--- config.mk ---
export PLATFORM = sky130hd
export DESIGN_NAME = io_watchdog
export DESIGN_NICKNAME = d
export VERILOG_FILES = /design/src/logic/wdt_pkg.sv /design/src/logic/tick_gen.sv /design/src/logic/io_watchdog.sv
export SDC_FILE = /design/constraint.sdc
export NUM_CORES = 1
export LEC_CHECK = 0
export ABC_AREA = 1
export BUFFER_PORTS_ARGS = -buffer_cell sky130_fd_sc_hd__buf_2
export CORE_MARGIN = 10
export CORE_UTILIZATION = 40
export DETAILED_ROUTE_END_ITERATION = 8
export HOLD_SLACK_MARGIN = 0.02
export PLACE_DENSITY = 0.59
export SLEW_MARGIN = 5
export SYNTH_ARGS = -nofsm -noshare
export SYNTH_HDL_FRONTEND = slang
export SYNTH_SLANG_ARGS = --single-unit
--- constraint.sdc ---
create_clock -name clk -period 2.93 [get_ports clk]
set_clock_uncertainty 0.2 [all_clocks]
set_input_delay 0.586 -clock clk [delete_from_list [all_inputs] [get_ports clk]]
set_output_delay 0.586 -clock clk [all_outputs]
set_load 0.02 [all_outputs]
--- src/logic/wdt_pkg.sv ---
// Constants, port map and timing counts shared by the watchdog design files.
package wdt_pkg;

  // ********************************************************************
  // Timing
  // ********************************************************************
  localparam int CLK_HZ = 25_000_000;
  localparam int TICK_MS = 500;
  localparam int TICK_CYCLES = CLK_HZ / 1000 * TICK_MS;
  localparam int UNIT_MS = 6000;
  localparam int SHORT_MS = 3000;
  localparam int HOLD_MS = 1000;
  localparam logic [7:0] UNIT_TICKS = 8'(UNIT_MS / TICK_MS);
  localparam logic [7:0] SHORT_TICKS = 8'(SHORT_MS / TICK_MS);
  localparam logic [7:0] HOLD_TICKS = 8'(HOLD_MS / TICK_MS);

  // ********************************************************************
  // Port map
  // ********************************************************************
  localparam logic [9:0] BASE_0 = 10'h220;
  localparam logic [9:0] BASE_1 = 10'h2a0;
  localparam logic [9:0] BASE_2 = 10'h320;
  localparam logic [9:0] BASE_3 = 10'h3a0;
  localparam logic [9:0] FACTOR_OFFSET = 10'h003;
  localparam logic [9:0] ALIAS_LO = 10'h076;
  localparam logic [9:0] ALIAS_HI = 10'h077;

  // ********************************************************************
  // Factor codes and watchdog modes
  // ********************************************************************
  localparam logic [7:0] CMD_DISABLE = 8'h00;
  localparam logic [7:0] CMD_FIRST = 8'h80;
  localparam logic [7:0] CMD_LAST = 8'h87;

  typedef enum logic [1:0] {
    ST_IDLE = 2'b00,
    ST_COUNT = 2'b01,
    ST_RESET = 2'b10
  } wdt_mode_t;

endpackage

--- src/logic/tick_gen.sv ---
// Restartable time base that pulses once per tick period.
`timescale 1ns/1ps
module tick_gen #(
  parameter int TICK_CYCLES = wdt_pkg::TICK_CYCLES
) (
  input wire logic clk,
  input wire logic rst_n,
  input wire logic restart,
  output logic tick
);
  localparam int CW = $clog2(TICK_CYCLES + 1);

  typedef struct packed {
    logic [CW-1:0] count;
    logic tick;
  } tick_state_t;

  tick_state_t cur_ff;
  tick_state_t nxt_cur;

  // Restart aligns the first tick to the write, so periods never run short.
  always_comb begin
    nxt_cur = cur_ff;
    nxt_cur.tick = 1'b0;
    if (restart) begin
      nxt_cur.count = '0;
    end else if (cur_ff.count == CW'(TICK_CYCLES - 1)) begin
      nxt_cur.count = '0;
      nxt_cur.tick = 1'b1;
    end else begin
      nxt_cur.count = cur_ff.count + CW'(1);
    end
  end

  always_ff @(posedge clk) begin
    if (!rst_n) begin
      cur_ff <= '0;
    end else begin
      cur_ff <= nxt_cur;
    end
  end

  assign tick = cur_ff.tick;
endmodule

--- src/logic/io_watchdog.sv ---
// Watchdog timer reached through a write-only I/O port byte at base plus FACTOR_OFFSET, also at ALIAS_LO/ALIAS_HI on the two lower bases.
`timescale 1ns/1ps
module io_watchdog #(
  parameter int TICK_CYCLES = wdt_pkg::TICK_CYCLES
) (
  input wire logic clk,
  input wire logic rst_n,
  input wire logic [9:0] io_addr,
  input wire logic [7:0] io_data,
  input wire logic io_wr_n,
  input wire logic [1:0] base_sel,
  output logic timeout_reset_out_n,
  output logic indicator_lamp
);

  // ********************************************************************
  // Helpers
  // ********************************************************************
  // base and alias
  function automatic logic port_hit(input logic [9:0] addr, input logic [1:0] sel);
    logic [9:0] base;
    base = wdt_pkg::BASE_0;
    unique case (sel)
      2'b00: base = wdt_pkg::BASE_0;
      2'b01: base = wdt_pkg::BASE_1;
      2'b10: base = wdt_pkg::BASE_2;
      2'b11: base = wdt_pkg::BASE_3;
    endcase
    port_hit = (addr == base + wdt_pkg::FACTOR_OFFSET) ||
               (!sel[1] && (addr == wdt_pkg::ALIAS_LO || addr == wdt_pkg::ALIAS_HI));
  endfunction

  function automatic logic [7:0] period_ticks(input logic [7:0] f);
    logic [7:0] mult;
    mult = {5'h00, f[2:0]};
    period_ticks = (f[2:0] == 3'h0) ? wdt_pkg::SHORT_TICKS : 8'(mult * wdt_pkg::UNIT_TICKS);
  endfunction

  // ********************************************************************
  // State
  // ********************************************************************
  typedef struct packed {
    logic [1:0] wr_n_sync;
    logic wr_n_last;
    logic [9:0] addr_s1;
    logic [9:0] addr_s2;
    logic [7:0] data_s1;
    logic [7:0] data_s2;
    logic [1:0] sel_s1;
    logic [1:0] sel_s2;
    wdt_pkg::wdt_mode_t mode;
    logic [7:0] limit;
    logic [7:0] elapsed;
    logic [7:0] hold;
    logic lamp;
    logic rst_out_n;
    logic restart;
  } wdt_state_t;

  wdt_state_t cur_ff;
  wdt_state_t nxt_cur;
  logic tick;
  logic wr_rise;
  logic hit;
  logic arm_code;
  logic off_code;

  tick_gen #(
    .TICK_CYCLES(TICK_CYCLES)
  ) u_tick_gen (
    .clk(clk),
    .rst_n(rst_n),
    .restart(nxt_cur.restart),
    .tick(tick)
  );
  // The time base restarts on the same edge as the state update, so no stale tick lands in a fresh period.

  // The write is taken at the end of the strobe, when address and data
  // have settled through their synchronisers; the bus holds them past it.
  assign wr_rise = cur_ff.wr_n_sync[1] && !cur_ff.wr_n_last;
  assign hit = wr_rise && port_hit(cur_ff.addr_s2, cur_ff.sel_s2);
  assign arm_code = cur_ff.data_s2 >= wdt_pkg::CMD_FIRST && cur_ff.data_s2 <= wdt_pkg::CMD_LAST;
  assign off_code = cur_ff.data_s2 == wdt_pkg::CMD_DISABLE;

  // ********************************************************************
  // Next state
  // ********************************************************************
  always_comb begin
    nxt_cur = cur_ff;
    nxt_cur.restart = 1'b0;
    nxt_cur.wr_n_sync = {cur_ff.wr_n_sync[0], io_wr_n};
    nxt_cur.wr_n_last = cur_ff.wr_n_sync[1];
    nxt_cur.addr_s1 = io_addr;
    nxt_cur.addr_s2 = cur_ff.addr_s1;
    nxt_cur.data_s1 = io_data;
    nxt_cur.data_s2 = cur_ff.data_s1;
    nxt_cur.sel_s1 = base_sel;
    nxt_cur.sel_s2 = cur_ff.sel_s1;
    unique case (cur_ff.mode)
      wdt_pkg::ST_IDLE: begin
        nxt_cur.lamp = 1'b0;
        if (hit && arm_code) begin
          nxt_cur.mode = wdt_pkg::ST_COUNT;
          nxt_cur.limit = period_ticks(cur_ff.data_s2);
          nxt_cur.elapsed = 8'h00;
          nxt_cur.restart = 1'b1;
        end
      end
      wdt_pkg::ST_COUNT: begin
        if (hit && off_code) begin
          nxt_cur.mode = wdt_pkg::ST_IDLE;
          nxt_cur.lamp = 1'b0;
        end else if (hit && arm_code) begin
          nxt_cur.limit = period_ticks(cur_ff.data_s2);
          nxt_cur.elapsed = 8'h00;
          nxt_cur.restart = 1'b1;
        end else if (tick) begin
          nxt_cur.lamp = !cur_ff.lamp;
          if (8'(cur_ff.elapsed + 8'h01) >= cur_ff.limit) begin
            nxt_cur.mode = wdt_pkg::ST_RESET;
            nxt_cur.rst_out_n = 1'b0;
            nxt_cur.hold = 8'h00;
            nxt_cur.elapsed = 8'h00;
            nxt_cur.restart = 1'b1;
          end else begin
            nxt_cur.elapsed = 8'(cur_ff.elapsed + 8'h01);
          end
        end
      end
      wdt_pkg::ST_RESET: begin
        // Writes during the pulse are dropped: the host is being reset anyway.
        // hold then disable
        if (tick) begin
          if (8'(cur_ff.hold + 8'h01) >= wdt_pkg::HOLD_TICKS) begin
            nxt_cur.mode = wdt_pkg::ST_IDLE;
            nxt_cur.rst_out_n = 1'b1;
            nxt_cur.lamp = 1'b0;
          end else begin
            nxt_cur.hold = 8'(cur_ff.hold + 8'h01);
          end
        end
      end
      default: begin
        nxt_cur.mode = wdt_pkg::ST_IDLE;
        nxt_cur.rst_out_n = 1'b1;
      end
    endcase
  end

  always_ff @(posedge clk) begin
    if (!rst_n) begin
      cur_ff <= '{wr_n_sync: 2'b11, wr_n_last: 1'b1, addr_s1: 10'h000, addr_s2: 10'h000,
                 data_s1: 8'h00, data_s2: 8'h00, sel_s1: 2'b00, sel_s2: 2'b00,
                 mode: wdt_pkg::ST_IDLE, limit: 8'h00, elapsed: 8'h00, hold: 8'h00,
                 lamp: 1'b0, rst_out_n: 1'b1, restart: 1'b0};
    end else begin
      cur_ff <= nxt_cur;
    end
  end

  assign timeout_reset_out_n = cur_ff.rst_out_n;
  assign indicator_lamp = cur_ff.lamp;
endmodule

==> results.ini, run 1 <==
[setup_path]
cp-start-kind=flip-flop
worst_path_max_delay_cell=dfxtp_1
worst-path-max-fanout=12
critPathCaptureType=flip-flop
crit_required_ps=3020
reg2reg_from=cur_ff[12]
r2r_end=u_tick_gen.cur_ff[16]
ff2ff_setup_slack_ps=290
worstSetupPathType=flip-flop to flip-flop
path_cells=ha_1, nand2_1, nor3_2, xor2_1, ha_1, inv_1, o21bai_1, nor2_2, nand2_4, nand3_2, nand2_2, nand2_2, nand3_4, nor2_2
critPathTopFamily=simple AND/OR/NAND/NOR gates
cp_num_cells=14
rr_worst_depth=14
arrival_ps=2730
critPathMaxStageDelay_ps=380
worst-path-buf-inv=1

[cells_and_area]
fin_area_um2=4730
final_common_cell=nand2_1
antennaDiodeCount=0
area_delta_synth_final_pct=10.5
fin_util_pct=45.7
layout_common_cells=137 x nand2_1, 114 x inv_1, 93 x dfxtp_1
final_layout_size_suffix_gt1_share_pct=15.2
nNetsFinal=639
fin_cells=743
num-fill-cells=1083

[hold_path]
hold_path_class=primary input to flip-flop
hold_start=io_data[0]
holdPathStages=3
hold_end=cur_ff[41]

[cts]
clock-root-buffer=clkbuf_8
numCtsBuffers=9
tritoncts=done
clk_path_buf_depth=2
clock-sinks=94
clk_latency_ps=360
cts_setup_buffers=0
clkTransAtPathRegs_ps=100
htreeDepth=3

[die]
io_pins=25
core_area_um2=10400
dieArea_um2=15300
placementRows=37
die_x_um=124
start_util_pct=41.3
chipHeight_um=124

[synthesis]
synthesis.yosys.warnings=0
yosysUniqueCellTypes=35
synth_area_um2=4290
avgSynthCellArea_um2=7.45
synthCells=575
syn-num-nets=612
ys_ff_latch=94
ys_seq_area_share_pct=43.9

[global_route]
overflow=0
grt_max_degree=44
grt_usage_pct=10.6
grt_pass1_wl_um=13300
antenna_found_initial=0
grt_pass1_vias=3143

[detailed_routing]
antenna_left=0
routed_wirelength_um=7590
drc=0
drt_iter0_drc=156
vias_per_cell=4.44
routedWlPerCell_um=10.2
vias=3298
firstDrtPassIters=4

[timing]
fmax_mhz=379
rsz0062_at_grt=no
period_share_pct=90.0
drv_slew=0
hold_viol_final=0
worstMarginPinSlew_ps=517
whs_ps=193
setup_viol=0
fin_setup_tns_ps=0
relSlewSlack_pct=65.5
layout_min_cycle_time_ps=2640
fin_ws_ps=293

[pwr]
peakVddDrop_v=0.000278
powerDensity_nw_per_um2=571
total_leakage_power_nw=2.18
p_total_mw=2.70

[placement]
portBuffers=24
post-place-ws_ps=127
placed_area_um2=4530
dp_hpwl_um=5510
finalWeightedCongestion=0.817
place_inst=726

[outcome]
status=finished, final reports clean

[job]
drv_cap=0

## registers in the layout, indices dropped and copies added, names as in the netlist
register,flops
cur_ff,67
u_tick_gen.cur_ff,24
indicator_lamp,1
timeout_reset_out_n,1
u_tick_gen.tick,1
## metal layers
layer / up-vias / track usage [%] / part of all wire (%)
met3: 10 / 2.51 / 3.3
met1: 1455 / 12.8 / 49
li1: 1789 / - / -
met2: 44 / 17.3 / 45
met5: - / 0 / 0
met4: 0 / 5.31 / 1.9
## Yosys cell counts (all sizes together)
cell type	count	area, um2
nand2	144	568
inv	114	428
dfxtp	94	1880
nor2	74	358
nand3	39	223
a21oi	21	109
xor2	18	158
ha	13	163
nor3	12	65.1
nand4	9	56.3
xnor2	8	70.1
buf	5	35.0
clkbuf	5	18.8
o21ai	5	28.8
nand3b	2	15.0
nor4	2	12.5
o21bai	2	15.0
or2	2	12.5
a22oi	1	7.51
a31o	1	8.76
and3	1	6.26
fa	1	20.0
nor3b	1	18.8
o21a	1	7.51
## power by group
part | internal (mW) | switching [mW] | leakage [nW]
sequential | 1.36 | 0.0682 | 0.769
combinational | 0.164 | 0.322 | 1.32
clock | 0.320 | 0.464 | 0.0930
total | 1.85 | 0.854 | 2.18
## final cells by class
cell class | count | area (um2) | area share (%)
Multi-Input combinational cell | 358 | 1940 | 41.1
Sequential cell | 94 | 1880 | 39.8
Inverter | 114 | 428 | 9.04
Tap cell | 136 | 170 | 3.59
Timing Repair Buffer | 25 | 128 | 2.70
Clock buffer | 9 | 124 | 2.62
Clock inverter | 7 | 57.6 | 1.22
## kinds of logic (layout without fill, tap and decap cells)
kind of cell,count (synthesis),count (layout),synth area share (%)
flops,94,94,43.9
simple gates,286,287,31.2
compound gates,31,31,4.12
xor+xnor,26,26,5.31
buf+inv,124,155,11.2
fa+ha+maj,14,14,4.26
## worst max path at each step
stage / to / start / slack [ps]
2_1_floorplan: u_tick_gen.cur_ff[7] / cur_ff[11] / 600
3_3_place_gp: u_tick_gen.cur_ff[4] / cur_ff[11] / 280
3_5_place_dp: u_tick_gen.cur_ff[11] / cur_ff[11] / 130
4_1_cts: u_tick_gen.cur_ff[11] / cur_ff[11] / 80
5_1_grt: cur_ff[15] / cur_ff[12] / 40
6_report: u_tick_gen.cur_ff[16] / cur_ff[12] / 290
## repair_timing
item                                    CTS  global route
hold buffers                              0             0
endpoints found under the setup margin    0            28
resized for setup                         0             3
## worst min-delay path: stages
cell and delay, ps:
buf_2 70, nand2_1 40, inv_1 40
(Power assumes the default switching activity.)
==> run 2, diff against run 1 <==
==> constraint.sdc (replaced) <==
create_clock -name clk -period 2.93 [get_ports clk]
set_clock_uncertainty 0.2 [all_clocks]
set_input_delay 0 -clock clk [delete_from_list [all_inputs] [get_ports clk]]
set_output_delay 0 -clock clk [all_outputs]
set_load 0.02 [all_outputs]
==> run 2 against run 1 <==
  * First-iteration DRC count grew 23%
  * Sequential share of layout area is 1.8 points lower
  * Sequential power hardly changed
  * Non-clock buffer count rose by 22
  * Cell area grew 4.6%
  * Global-route usage rose by 0.41 points
  * Combinational power up 4.9%
  * Worst hold slack worse by 55 ps
  * Register-to-register slack about the same
  * Final cell count increased by 3.0%
  * Die area stayed put
  * Critical path type unchanged
  * Critical endpoint unchanged
==> results.ini, run 2 (synthesis results as in run 1) <==
[cells_and_area]
reg_top3=cur_ff (67), u_tick_gen.cur_ff (24)  ; unchanged
top_register=cur_ff  ; unchanged
fin_cells=765  ; was 743
area_delta_synth_final_pct=15.6  ; was 10.5%
nNetsFinal=661  ; was 639
antennaDiodeCount=0  ; unchanged
largest_reg_flops=67  ; unchanged
fin_area_um2=4950  ; was 4730 um2
num-fill-cells=1057  ; was 1083
layout_common_cells=137 x nand2_1, 114 x inv_1, 94 x dfxtp_1  ; was 137 x nand2_1, 114 x inv_1, 93 x dfxtp_1
final_common_cell=nand2_1  ; unchanged
final_layout_size_suffix_gt1_share_pct=14.5  ; was 15.2%

[timing]
rsz0062_at_grt=no  ; unchanged
period_share_pct=90.4  ; was 90.0%
whs_ps=139  ; was 193 ps
relSlewSlack_pct=64.8  ; was 65.5%
fmax_mhz=377  ; was 379 MHz
hold_viol_final=0  ; unchanged
drv_slew=0  ; unchanged
fin_setup_tns_ps=0  ; unchanged
worstMarginPinSlew_ps=527  ; was 517 ps
setup_viol=0  ; unchanged
fin_ws_ps=280  ; was 293 ps
layout_min_cycle_time_ps=2650  ; was 2640 ps

[setup_path]
arrival_ps=2740  ; was 2730 ps
critPathCaptureType=flip-flop  ; unchanged
rr_worst_depth=14  ; unchanged
critPathMaxStageDelay_ps=380  ; about the same
path_cells=ha_1, nand2_1, nor3_2, xor2_1, ha_1, inv_1, o21bai_1, nor2_2, nand2_4, nand3_2, nand2_2, nand2_2, nand3_4, nor2_2  ; unchanged
worst-path-max-fanout=12  ; unchanged
worstSetupPathType=flip-flop to flip-flop  ; unchanged
crit_required_ps=3020  ; about the same
cp-start-kind=flip-flop  ; unchanged
worst_path_max_delay_cell=dfxtp_1  ; unchanged

[detailed_routing]
routed_wirelength_um=7840  ; was 7590 um
firstDrtPassIters=5  ; was 4
vias=3390  ; was 3298
routedWlPerCell_um=10.2  ; about the same
vias_per_cell=4.43  ; was 4.44
drc=0  ; unchanged
drt_iter0_drc=192  ; was 156
antenna_left=0  ; unchanged

[cts]
tritoncts=done  ; unchanged
clk_latency_ps=360  ; about the same
clkTransAtPathRegs_ps=100  ; about the same
numCtsBuffers=9  ; unchanged
clk_path_buf_depth=2  ; unchanged
clock-root-buffer=clkbuf_8  ; unchanged
cts_setup_buffers=0  ; unchanged
htreeDepth=3  ; unchanged
clock-sinks=94  ; unchanged

[die]
die_x_um=124  ; unchanged
chipHeight_um=124  ; unchanged
io_pins=25  ; unchanged
placementRows=37  ; unchanged
start_util_pct=41.3  ; unchanged
dieArea_um2=15300  ; unchanged
core_area_um2=10400  ; unchanged

[hold_path]
holdPathStages=4  ; was 3
hold_path_class=primary input to flip-flop  ; unchanged

[placement]
placed_area_um2=4530  ; unchanged
portBuffers=24  ; unchanged
finalWeightedCongestion=0.817  ; unchanged
place_inst=726  ; unchanged
post-place-ws_ps=127  ; unchanged
dp_hpwl_um=5510  ; unchanged

[global_route]
grt_pass1_vias=3270  ; was 3143
grt_max_degree=44  ; unchanged
grt_usage_pct=11.0  ; was 10.6%
antenna_found_initial=0  ; unchanged
grt_pass1_wl_um=13800  ; was 13300 um
overflow=0  ; unchanged

[pwr]
powerDensity_nw_per_um2=550  ; was 571 nW/um2
total_leakage_power_nw=2.27  ; was 2.18 nW
peakVddDrop_v=0.000289  ; was 0.000278 V

[outcome]
status=finished, final reports clean  ; unchanged

[job]
drv_cap=0  ; unchanged

==> run 2: path summary, 6_finish.rpt <==
path | from | endpoint | slack [ps]
min reg2reg | cur_ff[65] | cur_ff[55] | 220
max | cur_ff[11] | u_tick_gen.cur_ff[16] | 280
max reg2reg | cur_ff[11] | u_tick_gen.cur_ff[16] | 280
min | io_data[0] | cur_ff[41] | 140
==> run 2: per-stage QoR <==
stage                     power [mW]  util [%]
after detailed placement        1.95      43.7
after CTS                       2.76      47.6
final                           2.72      47.8
after global routing            2.91      47.8
after floorplan                 1.83         -
after global placement          1.93      43.7
==> run 2: final cells by class <==
class / instances / area (um2) / area share, %
clock buffers: 9 / 124 / 2.50
clock inverters: 7 / 57.6 / 1.16
inverters: 114 / 428 / 8.64
multi-input cells: 358 / 1940 / 39.3
flip-flops and latches: 94 / 1880 / 38.0
well taps: 136 / 170 / 3.44
repair buffers: 47 / 348 / 7.02
==> run 2: power by group <==
| part | switching, mW | leakage [nW] | internal [mW] | total, mW |
|---|---|---|---|---|
| clock network | 0.463 | 0.0930 | 0.320 | 0.783 |
| registers | 0.0682 | 0.768 | 1.36 | 1.43 |
| logic | 0.327 | 1.41 | 0.183 | 0.510 |
| total | 0.858 | 2.27 | 1.87 | 2.72 |
==> run 2: what timing repair did <==
action                     4_1_cts  5_1_grt
setup endpoints to repair        0       26
hold buffers                    22        0
hold endpoints to repair        33        0
gates resized for setup          0        2
==> run 2: metal layers <==
metal	up-vias	wire [um]	global-route usage [%]	share of wire, %
met5	-	0	0	0
met4	0	143	5.31	1.8
met3	10	260	2.51	3.3
met2	48	3620	18.7	46
met1	1498	3810	12.9	49
li1	1834	-	-	-
==> run 2: worst max-delay path, delay by kind of cell (launching register included) <==
family / cells / cell delay, ps
adder cells (fa/ha/maj): 2 / 490
XOR/XNOR: 1 / 230
buffers and inverters: 1 / 60
AO/OA/AOI/OAI: 1 / 70
AND/OR/NAND/NOR: 9 / 1150
flip-flops: 1 / 380
==> run 3, diff against run 2 <==
CORE_UTILIZATION = 25   (was 40)
PLACE_DENSITY = 0.42   (was 0.59)
==> run 3 against run 2 <==
  * Clock power increased by 46%
  * Sequential cell count unchanged
  * Sequential power about the same
  * Combinational power increased by 4%
  * Critical endpoint is now u_tick_gen.cur_ff[7]
  * Total power increased by 14%
  * Die area increased by 49%
  * Critical path depth unchanged
  * Worst hold slack improved by 17 ps
  * Cell area increased by 5.6%
  * Critical path type unchanged
  * Sequential share of layout area decreased by 2.0 points
==> results.ini, run 3 (synthesis results as in run 1) <==
[pwr]
p_int_mw=2.15  ; was 1.87 mW
switching_power_uw=952  ; was 858 uW
total_leakage_power_nw=2.34  ; was 2.27 nW
p_sw_share_pct=30.7  ; was 31.5%
peakVddDrop_v=0.000253  ; was 0.000289 V
p_total_mw=3.10  ; was 2.72 mW
powerDensity_nw_per_um2=593  ; was 550 nW/um2
clkPwrFrac_pct=36.8  ; was 28.7%
seq_power_share_pct=46.2  ; was 52.6%
pwr-share-comb_pct=17.1  ; was 18.7%

[timing]
period_share_pct=91.1  ; was 90.4%
hold_viol_final=0  ; unchanged
whs_ps=155  ; was 139 ps
relSlewSlack_pct=59.3  ; was 64.8%
worstMarginPinSlew_ps=610  ; was 527 ps
drv_slew=0  ; unchanged
fin_setup_tns_ps=0  ; unchanged
setup_viol=0  ; unchanged
rsz0062_at_grt=no  ; unchanged
layout_min_cycle_time_ps=2670  ; was 2650 ps
fmax_mhz=375  ; was 377 MHz
fin_ws_ps=260  ; was 280 ps

[global_route]
grt_max_degree=28  ; was 44
grt_pass1_vias=3178  ; was 3270
grt_pass1_wl_um=14800  ; was 13800 um
grt_usage_pct=7.95  ; was 11.0%
overflow=0  ; unchanged
antenna_found_initial=0  ; unchanged

[detailed_routing]
vias=3401  ; was 3390
antenna_left=0  ; unchanged
firstDrtPassIters=4  ; was 5
drc=0  ; unchanged
drt_iter0_drc=146  ; was 192
routed_wirelength_um=8540  ; was 7840 um
vias_per_cell=3.97  ; was 4.43
routedWlPerCell_um=9.97  ; was 10.2 um

[setup_path]
worst_path_max_delay_cell=dfxtp_1  ; unchanged
critPathTopFamily=simple AND/OR/NAND/NOR gates  ; unchanged
ff2ff_setup_slack_ps=260  ; was 280 ps
worst-path-buf-inv=1  ; unchanged
worst-path-max-fanout=12  ; unchanged
path_cells=ha_1, nand2_1, nor3_1, xor2_1, ha_1, inv_1, o21bai_1, nor2_2, nand2_4, nand3_2, nand2_2, nand2_2, nand3_4, nor2_2  ; was ha_1, nand2_1, nor3_2, xor2_1, ha_1, inv_1, o21bai_1, nor2_2, nand2_4, nand3_2, nand2_2, nand2_2, nand3_4, nor2_2
worstSetupPathType=flip-flop to flip-flop  ; unchanged
r2r_end=u_tick_gen.cur_ff[7]  ; was u_tick_gen.cur_ff[16]
critPathMaxStageDelay_ps=390  ; was 380 ps
cp-start-kind=flip-flop  ; unchanged
arrival_ps=2750  ; was 2740 ps
critPathCaptureType=flip-flop  ; unchanged
rr_worst_depth=14  ; unchanged
reg2reg_from=cur_ff[11]  ; unchanged
crit_required_ps=3010  ; was 3020 ps

[cells_and_area]
largest_reg_flops=67  ; unchanged
antennaDiodeCount=0  ; unchanged
num-fill-cells=1826  ; was 1057
register_area_um2=1880  ; unchanged
layout_common_cells=137 x nand2_1, 114 x inv_1, 94 x dfxtp_1  ; unchanged
nNetsFinal=668  ; was 661
reg_top3=cur_ff (67), u_tick_gen.cur_ff (24)  ; unchanged
multi_input_area_um2=1940  ; about the same
fin_area_um2=5230  ; was 4950 um2
final_common_cell=nand2_1  ; unchanged
top_register=cur_ff  ; unchanged
area_delta_synth_final_pct=22.1  ; was 15.6%
final_layout_size_suffix_gt1_share_pct=14.2  ; was 14.5%

[outcome]
status=finished, final reports clean  ; unchanged

[placement]
finalWeightedCongestion=0.827  ; was 0.817
post-place-ws_ps=167  ; was 127 ps
placed_area_um2=4630  ; was 4530 um2
portBuffers=24  ; unchanged
dp_hpwl_um=5950  ; was 5510 um

[die]
start_util_pct=25.7  ; was 41.3%
io_pins=25  ; unchanged
chipHeight_um=151  ; was 124 um
die_x_um=151  ; was 124 um
dieArea_um2=22800  ; was 15300 um2
core_area_um2=16700  ; was 10400 um2
placementRows=47  ; was 37

[hold_path]
hold_path_class=primary input to flip-flop  ; unchanged
hold_start=io_data[6]  ; was io_data[0]
holdPathStages=4  ; unchanged
hold_end=cur_ff[47]  ; was cur_ff[41]

[cts]
htreeDepth=3  ; unchanged
clkTransAtPathRegs_ps=70  ; was 100 ps
clock-root-buffer=clkbuf_16  ; was clkbuf_8
numCtsBuffers=9  ; unchanged
tritoncts=done  ; unchanged
clock-sinks=94  ; unchanged
clk_latency_ps=350  ; was 360 ps
cts_setup_buffers=0  ; unchanged
clk_path_buf_depth=2  ; unchanged

[job]
drv_cap=0  ; unchanged

run 3: changes by cell type in the layout (fill, tap and decap cells not counted), sizes merged:
cell and change:
dlygate4sd3 +7, clkinv -3, inv +3
run 3: what timing repair did:
action	4_1_cts	5_1_grt
hold endpoints to repair	36	0
setup endpoints to repair	0	24
hold buffers	29	0
gates resized for setup	0	1
run 3: per-stage QoR:
step	util, %	instances
6_report	31.3	856
5_1_grt	31.3	856
4_1_cts	31.2	855
3_5_place_dp	27.7	810
3_3_place_gp	27.7	810
2_1_floorplan	-	575
run 3: worst register-to-register path: cells and delay by family (launching register included):
| kind | cells | cell delay [ps] |
|---|---|---|
| and+or+nand+nor | 9 | 1180 |
| adders and majority gates | 2 | 480 |
| DFF | 1 | 390 |
| xor gates and xnor gates | 1 | 220 |
| AOI/OAI and AO/OA | 1 | 70 |
| buffers and inverters | 1 | 60 |
run 3: how the worst max path moves through the flow:
stage | start | to | cells past startpoint
2_1_floorplan | cur_ff[11] | u_tick_gen.cur_ff[7] | 15
4_1_cts | cur_ff[11] | u_tick_gen.cur_ff[1] | 14
3_3_place_gp | cur_ff[11] | u_tick_gen.cur_ff[2] | 14
5_1_grt | cur_ff[11] | u_tick_gen.cur_ff[11] | 14
3_5_place_dp | cur_ff[11] | u_tick_gen.cur_ff[3] | 14
6_report | cur_ff[11] | u_tick_gen.cur_ff[7] | 14
run 3: area by class of cell:
class	count	share of cell area, %
clock buffers	9	4.31
flip-flops and latches	94	36.0
well taps	220	5.26
repair buffers	54	7.99
clock inverters	7	1.22
inverters	114	8.18
multi-input cells	358	37.1
run 3: metal layers:
layer / global-route usage (%) / vias to the layer above / wire (um) / share of wire, %
li1: - / 1858 / - / -
met1: 10.2 / 1496 / 4370 / 51
met2: 12.1 / 38 / 3770 / 44
met3: 2.33 / 9 / 262 / 3.1
met4: 3.32 / 0 / 133 / 1.6
met5: 0 / - / 0 / 0
run 3: power groups by stage:
stage / Sequential (mW) / Clock [mW] / Combinational (mW)
2_1_floorplan: 1.46 / 0 / 0.368
3_3_place_gp: 1.46 / 0 / 0.491
3_5_place_dp: 1.46 / 0 / 0.501
4_1_cts: 1.43 / 1.19 / 0.535
5_1_grt: 1.45 / 1.25 / 0.612
6_report: 1.43 / 1.14 / 0.529
